`src/vcd_pkg.sv`:
```
/*
 constants for the video codec data ports: register map, field layout,
 select codes, capture modes and timing.
 assumes one system clock of 125 MHz and an APB master with 32-bit data.
*/
`default_nettype none
package vcd_pkg;
	// ==========================================================
	// register byte offsets
	localparam logic [7:0] REG_INPUT_SELECT = 8'h00;
	localparam logic [7:0] REG_DAC_MODE     = 8'h04;
	localparam logic [7:0] REG_AUX_CHANNEL  = 8'h08;
	localparam logic [7:0] REG_AUX_RESULT   = 8'h0C;
	localparam logic [7:0] REG_STATUS       = 8'h10;
	// ==========================================================
	// field widths and reset values
	localparam int          SEL_W       = 4;
	localparam int          MODE_W      = 2;
	localparam int          AUXCH_W     = 3;
	localparam int          AUXRES_W    = 8;
	localparam logic [3:0]  SEL_RESET   = 4'h0;
	localparam logic [1:0]  MODE_RESET  = 2'h1;
	localparam logic [2:0]  AUXCH_RESET = 3'h0;
	// ==========================================================
	// input select codes
	localparam logic [3:0] SEL_CVBS_1   = 4'h0;
	localparam logic [3:0] SEL_CVBS_2   = 4'h1;
	localparam logic [3:0] SEL_CVBS_3   = 4'h2;
	localparam logic [3:0] SEL_RESERVED = 4'h3;
	localparam logic [3:0] SEL_CVBS_5   = 4'h4;
	localparam logic [3:0] SEL_CVBS_6   = 4'h5;
	localparam logic [3:0] SEL_YC_1_4   = 4'h6;
	localparam logic [3:0] SEL_YC_2_3   = 4'h7;
	localparam logic [3:0] SEL_YUV      = 4'h8;
	localparam logic [3:0] SEL_AUX_1    = 4'h9;
	localparam logic [3:0] SEL_AUX_2    = 4'hA;
	// ==========================================================
	// capture modes
	localparam logic [1:0] MODE_OFF    = 2'h0;
	localparam logic [1:0] MODE_SINGLE = 2'h1;
	localparam logic [1:0] MODE_DUAL   = 2'h2;
	localparam logic [1:0] MODE_422    = 2'h3;
	// ==========================================================
	// data widths
	localparam int CORE_W = 12;
	localparam int HEAD_W = 2;
	localparam int DATA_W = 10;
	localparam int OSD_W  = 3;
	// ==========================================================
	// timing
	localparam int CLK_HZ          = 125000000;
	localparam int DAC_RATE_HZ     = 54000000;
	localparam int DAC0_RATE_HZ    = 200000000;
endpackage
`default_nettype wire

```
`src/vcd_data_ports.sv`:
```
/*
 digital data ports of a video codec: input select decode, digitizer output
 bus with chroma marker, three-mode DAC bus capture, overlay switch, APB registers.
 assumes the video and overlay pins are asynchronous to clk_sys and change no faster than one
 level per two clk_sys cycles; the SAR result arrives on clk_sys.
*/
// Design decisions made here: the APB register port and the register addresses.
`default_nettype none
module vcd_data_ports #(
	parameter int DATA_W = vcd_pkg::DATA_W,
	parameter int CORE_W = vcd_pkg::CORE_W
) (
	input  wire logic              clk_sys,
	input  wire logic              rst_n,
	input  wire logic              psel,
	input  wire logic              penable,
	input  wire logic              pwrite,
	input  wire logic [7:0]        paddr,
	input  wire logic [31:0]       pwdata,
	output logic      [31:0]       prdata,
	output logic                   pready,
	output logic                   pslverr,
	input  wire logic              crystal_clock_in,
	input  wire logic [CORE_W-1:0] adc_core_sample,
	output logic      [DATA_W-1:0] adc_data_out,
	output logic                   chroma_phase_marker,
	output logic      [2:0]        luma_source,
	output logic      [2:0]        chroma_source,
	output logic      [2:0]        v_source,
	output logic                   aux_enable,
	output logic      [5:0]        single_ended,
	output logic                   leg_to_reference,
	output logic      [2:0]        aux_channel_sel,
	input  wire logic [7:0]        aux_sar_result,
	input  wire logic              aux_sar_done,
	input  wire logic              dac_clock_a,
	input  wire logic              dac_clock_b,
	input  wire logic [DATA_W-1:0] dac_input_bus,
	output logic      [DATA_W-1:0] dac0_data,
	output logic      [DATA_W-1:0] dac1_data,
	output logic      [DATA_W-1:0] dac2_data,
	output logic      [DATA_W-1:0] dac3_data,
	output logic      [3:0]        dac_update,
	input  wire logic [2:0]        overlay_inputs,
	input  wire logic              overlay_switch_enable,
	output logic      [2:0]        overlay_out,
	output logic                   overlay_active
);
	// ==========================================================
	// pin synchroniser layout
	localparam int PIN_W  = 4 + 3 + DATA_W + CORE_W;
	localparam int P_XTAL = 0;
	localparam int P_CKA  = 1;
	localparam int P_CKB  = 2;
	localparam int P_OSDE = 3;
	localparam int P_OSD  = 4;
	localparam int P_DBUS = 7;
	localparam int P_CORE = 7 + DATA_W;

	typedef struct packed {
		logic [PIN_W-1:0]  s1;
		logic [PIN_W-1:0]  s2;
		logic [PIN_W-1:0]  s3;
		logic [PIN_W-1:0]  filt;
		logic [3:0]        sel;
		logic [1:0]        mode;
		logic [2:0]        auxch;
		logic [7:0]        auxres;
		logic              aux_fresh;
		logic [1:0]        phase;
		logic [DATA_W-1:0] adc_out;
		logic              marker;
		logic [1:0]        steer;
		logic              seen_mark;
		logic              chroma_turn;
		logic [DATA_W-1:0] dac0;
		logic [DATA_W-1:0] dac1;
		logic [DATA_W-1:0] dac2;
		logic [DATA_W-1:0] dac3;
		logic [3:0]        upd;
		logic [2:0]        osd;
		logic              osd_on;
		logic [31:0]       rdata;
		logic              ready;
		logic              slverr;
	} vcd_state_t;

	vcd_state_t st;
	vcd_state_t next_st;
	// ==========================================================
	// helpers
	function automatic logic [PIN_W-1:0] vcd_settle(input logic [PIN_W-1:0] a, input logic [PIN_W-1:0] b,
		input logic [PIN_W-1:0] old);
		vcd_settle = (a & b) | (old & (a | b));
	endfunction
	function automatic logic vcd_mapped(input logic [7:0] addr);
		vcd_mapped = (addr == vcd_pkg::REG_INPUT_SELECT) || (addr == vcd_pkg::REG_DAC_MODE) ||
			(addr == vcd_pkg::REG_AUX_CHANNEL) || (addr == vcd_pkg::REG_AUX_RESULT) ||
			(addr == vcd_pkg::REG_STATUS);
	endfunction
	function automatic logic vcd_is_aux(input logic [3:0] sel);
		vcd_is_aux = (sel == vcd_pkg::SEL_AUX_1) || (sel == vcd_pkg::SEL_AUX_2);
	endfunction
	// filtered pin view and edges
	logic [PIN_W-1:0] settled;
	logic             xtal_rise;
	logic             a_rise;
	logic             a_fall;
	logic             b_rise;
	logic             b_fall;
	logic             apb_setup;
	logic             apb_done;
	logic [3:0]       wr_sel;
	logic [1:0]       wr_mode;

	assign settled   = vcd_settle(st.s2, st.s3, st.filt);
	assign xtal_rise = settled[P_XTAL] & ~st.filt[P_XTAL];
	assign a_rise    = settled[P_CKA] & ~st.filt[P_CKA];
	assign a_fall    = ~settled[P_CKA] & st.filt[P_CKA];
	assign b_rise    = settled[P_CKB] & ~st.filt[P_CKB];
	assign b_fall    = ~settled[P_CKB] & st.filt[P_CKB];
	assign apb_setup = psel & ~penable;
	assign apb_done  = psel & penable & st.ready;
	assign wr_sel    = pwdata[vcd_pkg::SEL_W-1:0];
	assign wr_mode   = pwdata[vcd_pkg::MODE_W-1:0];

	// ==========================================================
	// next state
	always_comb begin
		logic [DATA_W-1:0] word;
		logic              yc;
		logic              yuv;
		word    = settled[P_DBUS +: DATA_W];
		yc      = (st.sel == vcd_pkg::SEL_YC_1_4) || (st.sel == vcd_pkg::SEL_YC_2_3);
		yuv     = (st.sel == vcd_pkg::SEL_YUV);
		next_st = st;
		next_st.s1   = {adc_core_sample, dac_input_bus, overlay_inputs, overlay_switch_enable,
			dac_clock_b, dac_clock_a, crystal_clock_in};
		next_st.s2   = st.s1;
		next_st.s3   = st.s2;
		next_st.filt = settled;
		next_st.upd  = 4'h0;

		// digitizer output, one word per crystal rising edge
		if (xtal_rise) begin
			next_st.adc_out = settled[P_CORE + vcd_pkg::HEAD_W +: DATA_W];
			next_st.phase   = st.phase + 2'h1;
			next_st.marker  = (yc && st.phase[0]) || (yuv && st.phase == 2'h2);
			if (!yc && !yuv) begin
				next_st.marker = 1'b0;
			end
		end

		// auxiliary result capture
		if (aux_sar_done && vcd_is_aux(st.sel)) begin
			next_st.auxres    = aux_sar_result;
			next_st.aux_fresh = 1'b1;
		end

		// dac bus capture
		unique case (st.mode)
			vcd_pkg::MODE_SINGLE: begin
				if (b_rise) begin
					logic [1:0] idx;
					idx = settled[P_CKA] ? 2'h0 : (st.seen_mark ? st.steer + 2'h1 : 2'h0);
					next_st.seen_mark = st.seen_mark | settled[P_CKA];
					next_st.steer     = idx;
					next_st.upd[idx]  = 1'b1;
					unique case (idx)
						2'h0: next_st.dac0 = word;
						2'h1: next_st.dac1 = word;
						2'h2: next_st.dac2 = word;
						2'h3: next_st.dac3 = word;
					endcase
				end
			end
			vcd_pkg::MODE_DUAL: begin
				if (a_rise) begin
					next_st.dac0   = word;
					next_st.upd[0] = 1'b1;
				end
				if (b_rise) begin
					next_st.dac1   = word;
					next_st.upd[1] = 1'b1;
				end
				if (a_fall) begin
					next_st.dac2   = word;
					next_st.upd[2] = 1'b1;
				end
				if (b_fall) begin
					next_st.dac3   = word;
					next_st.upd[3] = 1'b1;
				end
			end
			vcd_pkg::MODE_422: begin
				if (b_rise) begin
					if (settled[P_CKA]) begin
						next_st.dac2        = word;
						next_st.upd[2]      = 1'b1;
						next_st.chroma_turn = 1'b0;
					end else if (st.chroma_turn) begin
						next_st.dac0        = word;
						next_st.upd[0]      = 1'b1;
						next_st.chroma_turn = 1'b0;
					end else begin
						next_st.dac1        = word;
						next_st.upd[1]      = 1'b1;
						next_st.chroma_turn = 1'b1;
					end
				end
			end
			vcd_pkg::MODE_OFF: begin
			end
		endcase

		// overlay switch
		next_st.osd_on = settled[P_OSDE];
		next_st.osd    = settled[P_OSDE] ? settled[P_OSD +: 3] : 3'h0;

		// apb slave, answers one cycle after setup
		next_st.ready  = apb_setup;
		next_st.slverr = apb_setup & ~vcd_mapped(paddr);
		if (apb_setup) begin
			next_st.rdata = 32'h0;
			unique case (paddr)
				vcd_pkg::REG_INPUT_SELECT: next_st.rdata[3:0] = st.sel;
				vcd_pkg::REG_DAC_MODE:     next_st.rdata[1:0] = st.mode;
				vcd_pkg::REG_AUX_CHANNEL:  next_st.rdata[2:0] = st.auxch;
				vcd_pkg::REG_AUX_RESULT:   next_st.rdata[7:0] = st.auxres;
				vcd_pkg::REG_STATUS:       next_st.rdata[3:0] = {st.aux_fresh, st.seen_mark, st.steer};
				default:                   next_st.rdata      = 32'h0;
			endcase
		end
		if (apb_done && !pwrite && paddr == vcd_pkg::REG_AUX_RESULT && !(aux_sar_done && vcd_is_aux(st.sel))) begin
			next_st.aux_fresh = 1'b0;
		end
		if (apb_done && pwrite) begin
			unique case (paddr)
				vcd_pkg::REG_INPUT_SELECT: begin
					next_st.sel   = wr_sel;
					next_st.phase = 2'h0;
				end
				vcd_pkg::REG_DAC_MODE: begin
					next_st.mode        = wr_mode;
					next_st.steer       = 2'h0;
					next_st.seen_mark   = 1'b0;
					next_st.chroma_turn = 1'b1;
				end
				vcd_pkg::REG_AUX_CHANNEL: next_st.auxch = pwdata[2:0];
				default: begin
				end
			endcase
		end
	end

	// ==========================================================
	// state register
	always_ff @(posedge clk_sys) begin
		if (!rst_n) begin
			st             <= '0;
			st.sel         <= vcd_pkg::SEL_RESET;
			st.mode        <= vcd_pkg::MODE_RESET;
			st.auxch       <= vcd_pkg::AUXCH_RESET;
			st.chroma_turn <= 1'b1;
		end else begin
			st <= next_st;
		end
	end

	// ==========================================================
	// input select decode, registered
	logic [2:0] luma_q;
	logic [2:0] chroma_q;
	logic [2:0] v_q;
	always_ff @(posedge clk_sys) begin
		if (!rst_n) begin
			luma_q   <= 3'h0;
			chroma_q <= 3'h0;
			v_q      <= 3'h0;
		end else begin
			chroma_q <= 3'h0;
			v_q      <= 3'h0;
			unique case (st.sel)
				vcd_pkg::SEL_CVBS_1, vcd_pkg::SEL_AUX_1: luma_q <= 3'h1;
				vcd_pkg::SEL_CVBS_2, vcd_pkg::SEL_AUX_2: luma_q <= 3'h2;
				vcd_pkg::SEL_CVBS_3:                     luma_q <= 3'h3;
				vcd_pkg::SEL_CVBS_5:                     luma_q <= 3'h5;
				vcd_pkg::SEL_CVBS_6:                     luma_q <= 3'h6;
				vcd_pkg::SEL_YC_1_4: begin
					luma_q   <= 3'h1;
					chroma_q <= 3'h4;
				end
				vcd_pkg::SEL_YC_2_3: begin
					luma_q   <= 3'h2;
					chroma_q <= 3'h3;
				end
				vcd_pkg::SEL_YUV: begin
					luma_q   <= 3'h2;
					chroma_q <= 3'h3;
					v_q      <= 3'h6;
				end
				default: luma_q <= 3'h0;
			endcase
		end
	end

	logic       aux_q;
	always_ff @(posedge clk_sys) begin
		if (!rst_n) begin
			aux_q <= 1'b0;
		end else begin
			aux_q <= vcd_is_aux(st.sel);
		end
	end
	// ==========================================================
	// outputs
	assign adc_data_out        = st.adc_out;
	assign chroma_phase_marker = st.marker;
	assign luma_source         = luma_q;
	assign chroma_source       = chroma_q;
	assign v_source            = v_q;
	assign aux_enable          = aux_q;
	assign single_ended        = aux_q ? 6'h3C : 6'h00;
	assign leg_to_reference    = aux_q;
	assign aux_channel_sel     = st.auxch;
	assign dac0_data           = st.dac0;
	assign dac1_data           = st.dac1;
	assign dac2_data           = st.dac2;
	assign dac3_data           = st.dac3;
	assign dac_update          = st.upd;
	assign overlay_out         = st.osd;
	assign overlay_active      = st.osd_on;
	assign prdata              = st.rdata;
	assign pready              = st.ready;
	assign pslverr             = st.slverr;
endmodule
`default_nettype wire

```
`config.mk`:
```
export PLATFORM = sky130hd
export DESIGN_NAME = vcd_data_ports
export DESIGN_NICKNAME = d
export VERILOG_FILES = /design/src/vcd_pkg.sv /design/src/vcd_data_ports.sv
export SDC_FILE = /design/constraint.sdc
export NUM_CORES = 1
export LEC_CHECK = 0
export BUFFER_PORTS_ARGS = -buffer_cell sky130_fd_sc_hd__buf_2
export CELL_PAD_IN_SITES_DETAIL_PLACEMENT = 1
export CELL_PAD_IN_SITES_GLOBAL_PLACEMENT = 1
export CORE_UTILIZATION = 44
export DETAILED_ROUTE_END_ITERATION = 8
export PLACE_DENSITY = 0.95
export SETUP_SLACK_MARGIN = 0.02
export SLEW_MARGIN = 25
export SYNTH_ARGS = -nofsm -noshare
export SYNTH_HDL_FRONTEND = slang
export SYNTH_SLANG_ARGS = --single-unit
```
`constraint.sdc`:
```
create_clock -name clk_sys -period 2.6 [get_ports clk_sys]
set_input_delay 0.26 -clock clk_sys [delete_from_list [all_inputs] [get_ports clk_sys]]
set_output_delay 0.26 -clock clk_sys [all_outputs]
set_load 0.02 [all_outputs]
```
# After elaboration in Yosys (flattened, before gate mapping)
# Cells that the tools add are included.
[totals]
regBits = 219
ramBits = 0
latch_bits = 0
out_inout_bits = 113
memories = 0
mem_bits_ro = 0
inputBits = 83
[classes]
add_sub_neg = 2
muxes = 47
n_bitwise = 22
n_eq_ne = 34
n_div = 0
reduce_logical = 37
shifts = 0
order_cmp = 2
n_mul = 0
[ops]
columns = ["op", "n"]
rows = [
  ["$mux W10", 10],
  ["$pmux W30 S3", 1],
  ["$and A29 B29 Y29", 2],
  ["$or A29 B29 Y29", 2],
  ["$mux W44", 1],
  ["$mux W31", 1],
  ["$pmux W11 S2", 1],
  ["$mux W20", 1],
  ["$ne A2 B2 Y1 const B", 10],
  ["$eq A4 B3 Y1 const B", 4],
  ["$eq A8 B4 Y1 const B", 2],
  ["$pmux W3 S5", 1],
  ["$reduce_and A7 Y1", 2],
  ["$mux W13", 1],
  ["$eq A4 B4 Y1 const B", 3],
  ["$mux W3", 4],
  ["$mux W4", 3],
  ["$mux W11", 1],
  ["$eq A2 B2 Y1 const B", 5],
  ["$mux W1", 10],
  ["$mux W2", 5],
  ["$pmux W2 S5", 1],
  ["$and A1 B1 Y1", 9],
  ["$logic_and A1 B1 Y1", 9],
  ["30 further kinds", 55],
]

# Logic depth before layout (Yosys ltp)
[logic_depth]
word_depth = 10
mapped_depth = 7
ltp_nobuf = 6

# Worst setup path after synthesis
# Ideal clock, no wire load.
[synth_path]
path_kind = "reg2reg"
startpoint = "register st[111] in the netlist's numbering"
endpoint = "register st (netlist bit dac1_data[0])"
synth_period_minus_slack_ns = 1.784
path_stages_with_launch = 8
required_ns = 2.474
slack_ns = 0.816
n_path_buf = 1
setup_time_ns = 0.126
arrival_ns = 1.658
path_cell_list = "dfxtp_1 > inv_1 > ha_1 > or4b_1 > o22ai_1 > o21ai_1 > buf_2 > mux2i_1"
[synth_between]
elab_chain_len = 3
[synth_rtl]
columns = ["item", "line", "rtl"]
rows = [
  ["from (decl)", "vcd_data_ports.sv:88", "vcd_state_t st;"],
  ["from (signal assigned)", "vcd_data_ports.sv:266", "st <= next_st;"],
  ["$eq A2 B1 Y1 / $eq A2 B2 Y1 (equally long branches)", "vcd_data_ports.sv:161", "unique case (st.mode)"],
  ["$ne A2 B1 Y1 (no line), or another cell as far along", "-", ""],
  ["$reduce_and A7 Y1 (no line)", "-", ""],
]
# Several ways; a longest one is shown, not always the timed one.
# A chain may end at the register's enable or synchronous reset.

# Final worst setup path
[layout_path]
startpoint = "register st[111] in the netlist's numbering"
endpoint = "register st (netlist bit dac3_data[5])"
[layout_between]
elab_chain_len = 3
[layout_rtl]
columns = ["item", "line"]
rows = [
  ["$eq A2 B1 Y1 / $eq A2 B2 Y1 (equally long branches)", "vcd_data_ports.sv:161"],
  ["$ne A2 B1 Y1 (no line), or another cell as far along", "-"],
  ["$reduce_and A4 Y1 (no line)", "-"],
]
# Several ways; a longest one is shown, not always the timed one.

==> results.txt <==
TritonCTS built the clock tree. Once routing completed, OpenROAD measured the worst setup slack at 0.375 ns. At the worst endpoint, the required time is 3.03 ns. The tools report the global-route total usage across every layer as 0.184. The tools report the number of global-route vias before repair as 5749.

Walking the worst path, the cells encountered are inv_1, ha_1, nor4bb_1, a31oi_1, nor3_4, a22o_1. The average instance in the mapped netlist occupies 10.1 µm². STA classifies the critical path startpoint as a flop. The area of combinational cells with multiple inputs is 3110 µm², and the clock edge transition at the registers on the reported setup and hold paths is 0.06 ns. The later pin in the worst-skew pair is clocked with a latency of 0.50 ns. The proportion of power drawn by the clock network was 0.463; the maximum achievable frequency was 0.449 GHz. The run gives 0.450 as the starting utilization of the core area. The tools report the capturing point of the worst reg2reg path as dac3_data[5]. The floorplan step set the die width to 138 µm.

The worst register-to-register path has a depth of 6. For the placeable core region, the log shows 18000 µm². Synthesis produced 803 cells. For the number of buffers added by the clock tree synthesis step, the log shows 23.

The sequential cells in the finished layout cover a total of 4140 µm². The combined area of all synthesized cells was 8110 µm²; the final critical delay including setup and external delays was 2.23 ns. After clock tree synthesis, the flow added hold-fix buffers numbering 28.

0 antenna diodes ended up in the layout. In this design, the stage delay of the slowest critical-path cell is 0.59 ns. The highest fanout seen on the critical path is 10, and the top-level I/O count is 196. The die is 138 µm tall.

Detailed placement ended at an HPWL of 11.5 mm. The logs give 0.37 ns for the worst reg-to-reg setup slack and 0 for the total of cells resized after clock tree synthesis. Setup violations remaining at the end of the flow were counted as 0. Counting along the longest clock path gives a buffer depth of 3.

The total buffers and inverters traversed by the critical path is 1. In the routed layout, each cell is associated on average with a via count of 4.90. The setup path with the least slack is of type flop to flop. Number of port buffers: 138. Counting instances, the worst hold path has a depth of 3. In this run the critical register-to-register path is launched from st[111]. Cell internal power was estimated by the tool at 0.00514 W.

Number of optimization iterations in the first detailed-route pass: 4. The initial antenna violation count is 0, and the die footprint is 19000 µm². The sequential share of the synthesized area was 0.511. In the synthesized netlist the dominant register cell turns out to be dfxtp_1. The synthesized design contains 207 register bits. The run gives 5526 as the detailed-route via count. The fraction of power spent switching nets is 0.211, and the fraction of registers with async set or reset after synthesis is 0. Clock tree synthesis selected as its root buffer the cell clkbuf_16. The run gives 973 as the final net count.

The first global-routing pass estimated 27.7 mm of wire. The sum of routed wire length over all layers is 17.3 mm, and the largest net degree at the start of global routing is 93. The area growth from synthesis to layout is 14.6%.

The final cell utilization of the core was 0.516. The congestion estimate from routability-driven global placement came to 0.800. The worst-margin pin slew is 0.734 ns.

Counting every sink on the clock net gives 207. The run gives 0 as the number of max-capacitance violations reported. The run gives 0.499 as the part of the total power dissipated in sequential elements. The net load switching power was 0.00137 W. The run gives 0 as the number of warnings printed during yosys synthesis.

The synthesized design contains 0 enable-type register cells. The tools report the level count of the clock H-tree as 1. The endpoint arrival time on the critical path is 2.65 ns, and the final worst-path cycle share is 0.856. The worst relative slew slack is 0.510. For the max-slew violation total from the final report, the log shows 0. After filler insertion, the fill cell instance count of the layout stands at 2017.

Clock skew on the completed layout was measured at 0.00940 ns. The number of design rule violations left after detail routing came out at 0. The average routed wire per standard cell came out at 15.4 µm. The slowest stage of the critical path belongs to the cell nor4bb_1. The run gives 0 as the number of setup buffers added after CTS. The endpoint class of the critical path was a flop. Summed over all failing endpoints, the final setup total negative slack is 0 ns. The areal power density over the cells was 701 nW/µm²; the cell row count was 49. Cell family contributing the most delay on the critical path: simple AND/OR/NAND/NOR gates.

VDD sags by at most 0.000465 V. For the number of DRC markers in iteration 0, the log shows 262. Summed over all cells, the static leakage comes to 4.25 nW. The number of endpoints with negative hold slack in the final report is 0. The run finished with clean final reports. The fraction of final layout cells sized beyond drive strength 1 is 0.217. The path with the worst hold slack has its endpoint at st[106]. The commonest non-fill, non-tap cell in the layout was dfxtp_1. The top cell types in the final layout, fill and taps aside, are dfxtp_1, buf_2, and2_1.

The combinational power share was 0.038. The unique cell type count in the Yosys netlist is 60. Setup repair after global routing left no endpoint under its margin.

The worst hold path begins at aux_sar_result[6]. The run gives 0 as the leftover overflow at the end of global routing. The worst setup slack after placement is 0.408 ns, and the number of routed nets with antenna violations is 0. The path class of the tightest hold or removal check is input pin to flop.
==> worst reg2reg max path: cells and delay by family, from the launching register on <==
family                   cells  cell delay, ns
flip-flops                   1            0.36
adder cells (fa/ha/maj)      1            0.30
AND/OR/NAND/NOR              2            1.00
buffers and inverters        1            0.11
AO/OA/AOI/OAI                2            0.40
==> cells in the mapped netlist, types with 10 or more instances <==
| cell type | n | share of area |
|---|---|---|
| a21oi_1 | 11 | 0.0068 |
| a22o_1 | 10 | 0.011 |
| and2_1 | 108 | 0.083 |
| buf_4 | 102 | 0.094 |
| clkbuf_1 | 34 | 0.016 |
| dfxtp_1 | 207 | 0.51 |
| inv_1 | 12 | 0.0056 |
| maj3_1 | 24 | 0.030 |
| mux2i_1 | 46 | 0.057 |
| nand2_1 | 67 | 0.031 |
| nand3_1 | 11 | 0.0068 |
| nor2_1 | 34 | 0.016 |
| nor2b_1 | 15 | 0.012 |
| o21ai_0 | 22 | 0.014 |
==> power groups by stage <==
stage	registers, W	clock network (W)	logic, W
finish	0.00325	0.00302	0.000249
global placement	0.00332	0	0.000209
floorplan	0.00332	0	0.000176
global route	0.00325	0.00323	0.000275
CTS	0.00325	0.00311	0.000249
detailed placement	0.00332	0	0.000215
==> worst max-delay path by stage <==
| stage | start | slack [ns] | to | depth (start not counted) |
|---|---|---|---|---|
| 5_1_grt | st[111] | 0.17 | dac3_data[5] | 6 |
| 6_report | st[111] | 0.37 | dac3_data[5] | 6 |
| 3_3_place_gp | st[111] | 0.54 | dac3_data[7] | 6 |
| 2_1_floorplan | st[111] | 0.82 | dac1_data[0] | 7 |
| 3_5_place_dp | st[111] | 0.41 | dac3_data[5] | 6 |
| 4_1_cts | st[111] | 0.37 | dac3_data[5] | 6 |
==> through the flow <==
| stage | hold WS [ns] | instances | power (W) | area [µm²] |
|---|---|---|---|---|
| floorplan | 0.387 | 829 | 0.00349 | 8210 |
| global placement | 0.414 | 1061 | 0.00353 | 8320 |
| detailed placement | 0.421 | 1061 | 0.00353 | 8320 |
| CTS | 0.00876 | 1127 | 0.00661 | 9300 |
| global route | 0.0305 | 1127 | 0.00676 | 9300 |
| finish | 0.0285 | 1127 | 0.00652 | 9300 |
==> routing by layer <==
metal / up-vias / part of all wire / GRT usage
met5: - / 0 / 0
met4: 0 / 0.029 / 0.0664
met3: 40 / 0.044 / 0.0338
met2: 141 / 0.51 / 0.340
met1: 2663 / 0.42 / 0.209
li1: 2682 / - / -
==> sequential cells by signal, indices dropped and copies added, names as in the netlist, 3 cells and up <==
name / count
st: 75
prdata: 8
next_st: 54
aux_channel_sel: 3
dac0_data: 10
overlay_out: 3
dac_update: 4
dac1_data: 10
luma_source: 3
adc_data_out: 10
dac3_data: 10
dac2_data: 10
==> logic make-up after synthesis <==
group | Yosys count | share of synthesized area
mux | 50 | 0.0651
other cells | 1 | 0.000462
simple gates | 281 | 0.196
compound gates | 79 | 0.0668
flops | 207 | 0.511
buf+inv | 153 | 0.120
fa+ha+maj | 30 | 0.0387
xor+xnor | 2 | 0.00216
==> final cells by class <==
type | instances | area share
Sequential cell | 207 | 0.446
Multi-Input combinational cell | 469 | 0.334
Timing Repair Buffer | 172 | 0.110
Clock buffer | 34 | 0.0696
Tap cell | 229 | 0.0308
Clock inverter | 4 | 0.00525
Inverter | 12 | 0.00485
No activity file was read; power rests on OpenSTA's default activity.
